## src/logic/dpa_pkg.sv

```systemverilog
// Purpose: shared constants for the dual product slice and its register file
// Assumes: AXI4-Lite slave with 32-bit data and byte addresses
// Notes: every offset, field position and reset value lives here
`default_nettype none

package dpa_pkg;
    // ========================================
    // register bus geometry
    localparam int AXI_ADDR_W = 8;
    localparam int AXI_DATA_W = 32;
    localparam logic [1:0] RESP_OKAY = 2'h0;
    localparam logic [1:0] RESP_SLVERR = 2'h2;

    // ========================================
    // register byte offsets
    localparam logic [7:0] CTRL_OFS = 8'h00;
    localparam logic [7:0] STATUS_OFS = 8'h04;
    localparam logic [7:0] MASK_OFS = 8'h08;
    localparam logic [7:0] RESULT_LO_OFS = 8'h0c;
    localparam logic [7:0] RESULT_HI_OFS = 8'h10;

    // ========================================
    // control register fields
    localparam int CTRL_W = 4;
    localparam int CTRL_MODE_BIT = 0;
    localparam int CTRL_IN_REG_BIT = 1;
    localparam int CTRL_PIPE_REG_BIT = 2;
    localparam int CTRL_OUT_REG_BIT = 3;
    localparam int CTRL_ACC_CLR_BIT = 4;
    localparam logic [CTRL_W-1:0] CTRL_RESET = 4'he;

    // ========================================
    // status and mask fields
    localparam int STAT_W = 1;
    localparam int STAT_OVF_BIT = 0;
    localparam logic [STAT_W-1:0] STATUS_RESET = 1'h0;
    localparam logic [STAT_W-1:0] MASK_RESET = 1'h0;

    // ========================================
    // register selector codes
    typedef enum logic [2:0] {
        SEL_CTRL = 3'h0,
        SEL_STATUS = 3'h1,
        SEL_MASK = 3'h2,
        SEL_RES_LO = 3'h3,
        SEL_RES_HI = 3'h4,
        SEL_NONE = 3'h7
    } dpa_sel_e;

    // element configurations
    typedef enum logic {
        MODE_ACCUM = 1'h0,
        MODE_ADDSUB = 1'h1
    } dpa_mode_e;
endpackage

`default_nettype wire

```

## src/logic/dpa_opt_stage.sv

```systemverilog
// Purpose: one optional register stage that may be bypassed
// Assumes: single clock, synchronous active high reset
// Notes: register loads every cycle; bypass only picks the output
`default_nettype none

module dpa_opt_stage #(
    parameter int W = 8
) (
    input wire logic core_clk,
    input wire logic rst,
    input wire logic bypass,
    input wire logic [W-1:0] d,
    output logic [W-1:0] q
);
    logic [W-1:0] stage_reg;
    logic [W-1:0] stage_next;

    // ========================================
    // next value: always follow the input
    always_comb begin
        stage_next = d;
    end

    // register only
    always_ff @(posedge core_clk) begin
        if (rst) begin
            stage_reg <= '0;
        end else begin
            stage_reg <= stage_next;
        end
    end

    // bypass selects the live input
    assign q = bypass ? d : stage_reg;
endmodule

`default_nettype wire

```

## src/logic/dpa_slice.sv

```systemverilog
// Purpose: signed slice with two multipliers, accumulate or add/subtract
// Assumes: operands come from logic on core_clk; registers over AXI4-Lite
// Notes: result is combinational only when add/subtract bypasses its output stage
//
// What this block does
// - in accumulate mode each enabled cycle that meets no clear adds both products to the held total; a clear in that cycle zeroes it and drops the sample.
// - in accumulate mode the output register always holds the running total.
// - in accumulate mode input and pipeline stages are each registered or bypassed.
// - in accumulate mode overflow is registered together with the total.
// - in add/subtract mode the result is product one plus or minus product two.
// - in add/subtract mode input, pipeline and output stages are each selectable.
`default_nettype none

module dpa_slice
    import dpa_pkg::*;
#(
    parameter int OP_W = 18,
    parameter int ACC_W = 54
) (
    input wire logic core_clk,
    input wire logic rst,
    input wire logic [AXI_ADDR_W-1:0] s_axi_awaddr,
    input wire logic s_axi_awvalid,
    output logic s_axi_awready,
    input wire logic [AXI_DATA_W-1:0] s_axi_wdata,
    input wire logic [3:0] s_axi_wstrb,
    input wire logic s_axi_wvalid,
    output logic s_axi_wready,
    output logic [1:0] s_axi_bresp,
    output logic s_axi_bvalid,
    input wire logic s_axi_bready,
    input wire logic [AXI_ADDR_W-1:0] s_axi_araddr,
    input wire logic s_axi_arvalid,
    output logic s_axi_arready,
    output logic [AXI_DATA_W-1:0] s_axi_rdata,
    output logic [1:0] s_axi_rresp,
    output logic s_axi_rvalid,
    input wire logic s_axi_rready,
    input wire logic sampleEn,
    input wire logic subtractSel,
    input wire logic signed [OP_W-1:0] pairOneOperandX,
    input wire logic signed [OP_W-1:0] pairOneOperandY,
    input wire logic signed [OP_W-1:0] pairTwoOperandX,
    input wire logic signed [OP_W-1:0] pairTwoOperandY,
    output logic [ACC_W-1:0] resultOut,
    output logic resultValid,
    output logic overflowFlag,
    output logic irq
);
    localparam int P_W = 2 * OP_W;
    localparam int S1_W = 2 + 4 * OP_W;
    localparam int S2_W = 2 + 2 * P_W;
    localparam int SUM_W = ACC_W + 2;

    // map a byte address onto a register selector
    function automatic dpa_sel_e regSel(input logic [AXI_ADDR_W-1:0] a);
        case (a)
            CTRL_OFS: regSel = SEL_CTRL;
            STATUS_OFS: regSel = SEL_STATUS;
            MASK_OFS: regSel = SEL_MASK;
            RESULT_LO_OFS: regSel = SEL_RES_LO;
            RESULT_HI_OFS: regSel = SEL_RES_HI;
            default: regSel = SEL_NONE;
        endcase
    endfunction

    // ========================================
    // register file and bus state
    logic [CTRL_W-1:0] ctrl_reg, ctrl_next;
    logic [STAT_W-1:0] status_reg, status_next;
    logic [STAT_W-1:0] mask_reg, mask_next;
    logic irq_reg, irq_next;
    logic awHeld_reg, awHeld_next;
    logic [AXI_ADDR_W-1:0] awAddr_reg, awAddr_next;
    logic wHeld_reg, wHeld_next;
    logic [AXI_DATA_W-1:0] wData_reg, wData_next;
    logic [3:0] wStrb_reg, wStrb_next;
    logic bvalid_reg, bvalid_next;
    logic [1:0] bresp_reg, bresp_next;
    logic arready_reg, arready_next;
    logic rvalid_reg, rvalid_next;
    logic [AXI_DATA_W-1:0] rdata_reg, rdata_next;
    logic [1:0] rresp_reg, rresp_next;
    logic accClr;
    logic ovfEvent;

    // ========================================
    // datapath state
    logic [S1_W-1:0] s1In, s1Out;
    logic [S2_W-1:0] s2In, s2Out;
    logic signed [P_W-1:0] prodOne, prodTwo, pOne, pTwo;
    logic s1Valid, s1Sub, pValid, pSub;
    logic signed [OP_W-1:0] xOne, yOne, xTwo, yTwo;
    logic [ACC_W-1:0] result_reg, result_next;
    logic valid_reg, valid_next;
    logic ovf_reg, ovf_next;
    logic signed [SUM_W-1:0] accSum;
    logic accOvf;
    logic signed [ACC_W-1:0] addSubVal;
    logic signed [SUM_W-1:0] oneWide, twoWide, addSubWide;
    logic [63:0] res64;
    dpa_mode_e mode;
    logic outBypass;

    assign mode = dpa_mode_e'(ctrl_reg[CTRL_MODE_BIT]);

    // ========================================
    // input stage: operands and add/subtract select
    assign s1In = {sampleEn, subtractSel, pairOneOperandX, pairOneOperandY,
                   pairTwoOperandX, pairTwoOperandY};

    dpa_opt_stage #(.W(S1_W)) inStage (
        .core_clk(core_clk),
        .rst(rst),
        .bypass(~ctrl_reg[CTRL_IN_REG_BIT]),
        .d(s1In),
        .q(s1Out)
    );

    assign {s1Valid, s1Sub, xOne, yOne, xTwo, yTwo} = s1Out;

    // two signed multipliers
    assign prodOne = xOne * yOne;
    assign prodTwo = xTwo * yTwo;

    // ========================================
    // pipeline stage between multipliers and adder
    assign s2In = {s1Valid, s1Sub, prodOne, prodTwo};

    dpa_opt_stage #(.W(S2_W)) pipeStage (
        .core_clk(core_clk),
        .rst(rst),
        .bypass(~ctrl_reg[CTRL_PIPE_REG_BIT]),
        .d(s2In),
        .q(s2Out)
    );

    assign {pValid, pSub, pOne, pTwo} = s2Out;

    // products sign-extended once to the guarded sum width
    assign oneWide = $signed({{(SUM_W-P_W){pOne[P_W-1]}}, pOne});
    assign twoWide = $signed({{(SUM_W-P_W){pTwo[P_W-1]}}, pTwo});

    // accumulate sum with two guard bits for overflow
    assign accSum = $signed({{2{result_reg[ACC_W-1]}}, result_reg}) + oneWide + twoWide;
    assign accOvf = (accSum[SUM_W-1:ACC_W-1] != {3{accSum[ACC_W-1]}});

    // add or subtract, no history; the sum is cut to ACC_W bits and wraps when products fill the result
    assign addSubWide = pSub ? (oneWide - twoWide) : (oneWide + twoWide);
    assign addSubVal = addSubWide[ACC_W-1:0];

    // ========================================
    // output stage next values
    always_comb begin
        result_next = result_reg;
        valid_next = 1'b0;
        ovf_next = ovf_reg;
        ovfEvent = 1'b0;
        case (mode)
            MODE_ACCUM: begin
                if (accClr) begin
                    result_next = '0;
                    ovf_next = 1'b0;
                end else if (pValid) begin
                    result_next = accSum[ACC_W-1:0];
                    valid_next = 1'b1;
                    ovf_next = accOvf;
                    ovfEvent = accOvf;
                end
            end
            MODE_ADDSUB: begin
                ovf_next = 1'b0;
                if (pValid) begin
                    result_next = addSubVal;
                    valid_next = 1'b1;
                end
            end
            default: begin
                result_next = result_reg;
            end
        endcase
    end

    always_ff @(posedge core_clk) begin
        if (rst) begin
            result_reg <= '0;
            valid_reg <= 1'b0;
            ovf_reg <= 1'b0;
        end else begin
            result_reg <= result_next;
            valid_reg <= valid_next;
            ovf_reg <= ovf_next;
        end
    end

    // output stage bypass exists only for add/subtract
    assign outBypass = (mode == MODE_ADDSUB) && !ctrl_reg[CTRL_OUT_REG_BIT];
    assign resultOut = outBypass ? addSubVal : result_reg;
    assign resultValid = outBypass ? pValid : valid_reg;
    assign overflowFlag = ovf_reg;
    assign irq = irq_reg;

    // ========================================
    // register bus next values
    always_comb begin
        ctrl_next = ctrl_reg;
        status_next = status_reg;
        mask_next = mask_reg;
        awHeld_next = awHeld_reg;
        awAddr_next = awAddr_reg;
        wHeld_next = wHeld_reg;
        wData_next = wData_reg;
        wStrb_next = wStrb_reg;
        bvalid_next = bvalid_reg;
        bresp_next = bresp_reg;
        arready_next = 1'b1;
        rvalid_next = rvalid_reg;
        rdata_next = rdata_reg;
        rresp_next = rresp_reg;
        accClr = 1'b0;
        res64 = 64'(signed'(result_reg));
        // capture address and data in either order
        if (s_axi_awvalid && s_axi_awready) begin
            awHeld_next = 1'b1;
            awAddr_next = s_axi_awaddr;
        end
        if (s_axi_wvalid && s_axi_wready) begin
            wHeld_next = 1'b1;
            wData_next = s_axi_wdata;
            wStrb_next = s_axi_wstrb;
        end
        if (s_axi_bvalid && s_axi_bready) begin
            bvalid_next = 1'b0;
        end
        // commit once both halves are held
        if (awHeld_reg && wHeld_reg && !bvalid_reg) begin
            awHeld_next = 1'b0;
            wHeld_next = 1'b0;
            bvalid_next = 1'b1;
            bresp_next = RESP_OKAY;
            case (regSel(awAddr_reg))
                SEL_CTRL: begin
                    if (wStrb_reg[0]) begin
                        ctrl_next = wData_reg[CTRL_W-1:0];
                        accClr = wData_reg[CTRL_ACC_CLR_BIT];
                    end
                end
                SEL_STATUS: begin
                    if (wStrb_reg[0]) begin
                        status_next = status_reg & ~wData_reg[STAT_W-1:0];
                    end
                end
                SEL_MASK: begin
                    if (wStrb_reg[0]) begin
                        mask_next = wData_reg[STAT_W-1:0];
                    end
                end
                SEL_RES_LO, SEL_RES_HI: begin
                    bresp_next = RESP_OKAY;
                end
                default: begin
                    bresp_next = RESP_SLVERR;
                end
            endcase
        end
        // overflow sets the sticky bit, winning over a clear
        if (ovfEvent) begin
            status_next[STAT_OVF_BIT] = 1'b1;
        end
        irq_next = |(status_next & mask_next);
        // reads answer one cycle after acceptance
        if (s_axi_rvalid && s_axi_rready) begin
            rvalid_next = 1'b0;
            arready_next = 1'b1;
        end
        if (s_axi_arvalid && s_axi_arready) begin
            arready_next = 1'b0;
            rvalid_next = 1'b1;
            rresp_next = RESP_OKAY;
            rdata_next = '0;
            case (regSel(s_axi_araddr))
                SEL_CTRL: rdata_next[CTRL_W-1:0] = ctrl_reg;
                SEL_STATUS: rdata_next[STAT_W-1:0] = status_reg;
                SEL_MASK: rdata_next[STAT_W-1:0] = mask_reg;
                SEL_RES_LO: rdata_next = res64[31:0];
                SEL_RES_HI: rdata_next = res64[63:32];
                default: rresp_next = RESP_SLVERR;
            endcase
        end
        // address ready only while no read answer stands
        if (rvalid_next) begin
            arready_next = 1'b0;
        end
    end

    always_ff @(posedge core_clk) begin
        if (rst) begin
            ctrl_reg <= CTRL_RESET;
            status_reg <= STATUS_RESET;
            mask_reg <= MASK_RESET;
            irq_reg <= 1'b0;
            awHeld_reg <= 1'b0;
            awAddr_reg <= '0;
            wHeld_reg <= 1'b0;
            wData_reg <= '0;
            wStrb_reg <= '0;
            bvalid_reg <= 1'b0;
            bresp_reg <= RESP_OKAY;
            arready_reg <= 1'b0;
            rvalid_reg <= 1'b0;
            rdata_reg <= '0;
            rresp_reg <= RESP_OKAY;
            s_axi_awready <= 1'b0;
            s_axi_wready <= 1'b0;
        end else begin
            ctrl_reg <= ctrl_next;
            status_reg <= status_next;
            mask_reg <= mask_next;
            irq_reg <= irq_next;
            awHeld_reg <= awHeld_next;
            awAddr_reg <= awAddr_next;
            wHeld_reg <= wHeld_next;
            wData_reg <= wData_next;
            wStrb_reg <= wStrb_next;
            bvalid_reg <= bvalid_next;
            bresp_reg <= bresp_next;
            arready_reg <= arready_next;
            rvalid_reg <= rvalid_next;
            rdata_reg <= rdata_next;
            rresp_reg <= rresp_next;
            s_axi_awready <= !awHeld_next && !bvalid_next;
            s_axi_wready <= !wHeld_next && !bvalid_next;
        end
    end

    assign s_axi_bvalid = bvalid_reg;
    assign s_axi_bresp = bresp_reg;
    assign s_axi_arready = arready_reg;
    assign s_axi_rvalid = rvalid_reg;
    assign s_axi_rdata = rdata_reg;
    assign s_axi_rresp = rresp_reg;
endmodule

`default_nettype wire

```

## config.mk

```make
export PLATFORM = sky130hd
export DESIGN_NAME = dpa_slice
export DESIGN_NICKNAME = d
export VERILOG_FILES = /design/src/logic/dpa_pkg.sv /design/src/logic/dpa_opt_stage.sv /design/src/logic/dpa_slice.sv
export SDC_FILE = /design/constraint.sdc
export NUM_CORES = 2
export LEC_CHECK = 0
export ABC_AREA = 0
export BUFFER_PORTS_ARGS = -buffer_cell sky130_fd_sc_hd__buf_2
export CAP_MARGIN = 10
export CORE_ASPECT_RATIO = 0.8
export CORE_MARGIN = 2
export CORE_UTILIZATION = 55
export CTS_BUF_LIST = sky130_fd_sc_hd__clkbuf_8
export DETAILED_ROUTE_END_ITERATION = 8
export MAX_ROUTING_LAYER = met4
export PLACE_DENSITY = 0.84
export SLEW_MARGIN = 20
export SYNTH_ARGS = -nofsm -noshare
export SYNTH_HDL_FRONTEND = slang
export SYNTH_SLANG_ARGS = --single-unit
```

## constraint.sdc

```tcl
create_clock -name core_clk -period 14.1 [get_ports core_clk]
set_input_delay 1.41 -clock core_clk [delete_from_list [all_inputs] [get_ports core_clk]]
set_output_delay 1.41 -clock core_clk [all_outputs]
set_load 0.005 [all_outputs]
```

==> results.yml <==
status:
  outcome: "finished, final reports clean"
floorplanning:
  dieHeight_um: 251
  die_area_um2: 78500
  initial_core_util: 0.556
  row_count: 90
  io_pins: 231
  die_w_um: 313
  coreArea_um2: 75400
global_route:
  grt_max_degree: 84
  track_usage: 0.327
  grt_pass1_wl_um: 196000
  antenna_found_initial: 1
  grt_pass1_vias: 36100
  grt.overflow.total: 0
routing:
  wl_um: 125000
  wl_per_cell_um: 20.4
  drc_errors: 0
  drt_pre_antenna_iters: 6
  via_per_inst: 5.91
  ant_nets: 0
  drtIter0Drc: 3888
  num_vias: 36000
clock_network:
  root_buffer: "clkbuf_8"
  max-clock-path-buffers: 3
  cts_made_buffers: 50
  cts_sinks: 266
  worst_skew_pair.late_latency_ps: 670
  cts_tree: "built"
  cts_max_level: 2
  clk_transition_reported_paths_ps: 70
min_path:
  worstHoldPathType: "flip-flop to flip-flop"
yosys:
  yosysWarnings: 0
  ys.flop_type: "dfxtp_1"
  synth_cell_types: 93
  synthesis.area_um2: 41900
  syn_inst: 4880
  ys_seq_elements: 266
  synth-edff-count: 0
  async_flop_share: 0
  seq_area_frac_synth: 0.127
  syn_area_per_cell_um2: 8.59
sta:
  rsz0062_at_grt: "false"
  final_hold_viol_count: 0
  finalCritPeriodShare: 0.959
  finClkSkew_ps: 39.3
  tightest_slew_ps: 1160
  finalMaxSlewViolations: 0
  setup_viol: 0
  setup_ws_ps: 584
  period_needed_ps: 13520
  timing.slew.headroom: 0.226
  clock.fmax_mhz: 74.0
  fin_tns_setup_ps: 0
run:
  cap_viol_max_count: 0
placement:
  pre_cts_ws_ps: 909
  gp_congestion: 1.02
  dp.cells: 6003
  dpl.hpwl_um: 99800
  numPortBuffers: 198
worst_setup_path:
  crit_top_cell: "fa_1"
  cp.required_ps: 12690
  cp_slowest_stage_delay_ps: 740
  cpMaxStageDelayCell: "a2111oi_0"
  crit_arrival_ps: 12110
  setup.worst_path.start_class: "flip-flop"
  cp_max_fo: 18
  crit_type: "flip-flop to primary output"
  end_kind: "primary output"
layout:
  drive_above_1_share: 0.106
  syn_to_final_growth_pct: 8.26
  nets: 6169
  final_cells: 6096
power:
  ir_worst_vdd_mv: 0.119
  cellPowerDensity_nw_per_um2: 143
  power_w: 0.00650
  leakage_nw: 22.7
==> layer usage <==
metal / global-route usage / share of wire
met4: 0.111 / 0.042
met2: 0.470 / 0.42
met1: 0.453 / 0.40
met3: 0.0779 / 0.13
met5: - / 0
==> per-stage QoR <==
stage	utilization	cell area [um^2]	hold slack, ps
finish	0.602	45400	457
global route	0.602	45400	489
CTS	0.601	45300	457
detailed placement	0.586	44200	448
global placement	0.586	44200	445
floorplan	-	41900	423
==> synth_stat cells, drive strengths merged (84+ instances only) <==
cell	n	area (um^2)
o21ai	225	1130
xnor2	104	911
nor2b	106	663
mux2i	84	841
ha	277	3470
mux2	91	1020
dfxtp	266	5330
a21oi	202	1030
nor2	532	2000
inv	845	3170
fa	714	14300
nand2	548	2060
clkbuf	161	606
==> where the power goes <==
| group | internal, W | switching, W | total [W] |
|---|---|---|---|
| clock network | 0.000514 | 0.000391 | 0.000905 |
| logic | 0.00175 | 0.00292 | 0.00468 |
| registers | 0.000863 | 0.0000584 | 0.000922 |
==> layout by cell type, fill, tap and decap left out, drive strengths merged, types with 104 or more instances in the layout <==
cell type | netlist | routed
nor2 | 532 | 532
dfxtp | 266 | 266
nand2 | 548 | 548
xnor2 | 104 | 104
a21oi | 202 | 202
ha | 277 | 277
o21ai | 225 | 225
buf | 25 | 297
fa | 714 | 714
inv | 845 | 851
nor2b | 106 | 106
==> path summary, 6_finish.rpt <==
kind / slack [ps] / to / cells past startpoint / startpoint
max: 580 / resultOut[39] / 37 / ctrl_reg[1]
min: 460 / awAddr_reg[1] / 2 / awAddr_reg[1]
max reg2reg: 1810 / irq / 39 / ctrl_reg[1]
min reg2reg: 460 / awAddr_reg[1] / 2 / awAddr_reg[1]
==> layout make-up <==
cell class	instances	area [um^2]
Sequential cell	266	5330
Clock buffer	63	867
Inverter	845	3170
Tap cell	1012	1270
Antenna cell	1	2.50
Clock inverter	27	292
Timing Repair Buffer	298	1790
Multi-Input combinational cell	3584	32700
Fill cell	6263	30000
==> cell families (layout without fill, tap and decap cells) <==
logic type	Yosys count	in the layout	synth area share
AO/OA/AOI/OAI	777	777	0.120
flip-flops	266	266	0.127
adder cells (fa/ha/maj)	991	991	0.423
buffers and inverters	1031	1233	0.0950
XOR/XNOR	179	179	0.0376
multiplexers	176	176	0.0450
other	1	3	0.0000894
AND/OR/NAND/NOR	1459	1459	0.152
==> worst max-delay path, delay by kind of cell, from the launching register on <==
kind / cells / cell delay [ps]
buffers and inverters: 8 / 1170
adders and majority gates: 8 / 3800
DFF: 1 / 630
AOI/OAI and AO/OA: 10 / 2960
muxes: 2 / 670
and+or+nand+nor: 6 / 1610
xor gates and xnor gates: 3 / 600
==> what timing repair did <==
action	in CTS	in global routing
gates resized for setup	0	3
buffers inserted	0	2
endpoints found under the hold margin	0	0
hold buffers	0	0
setup endpoints to repair	0	19
(Power assumes the default switching activity.)
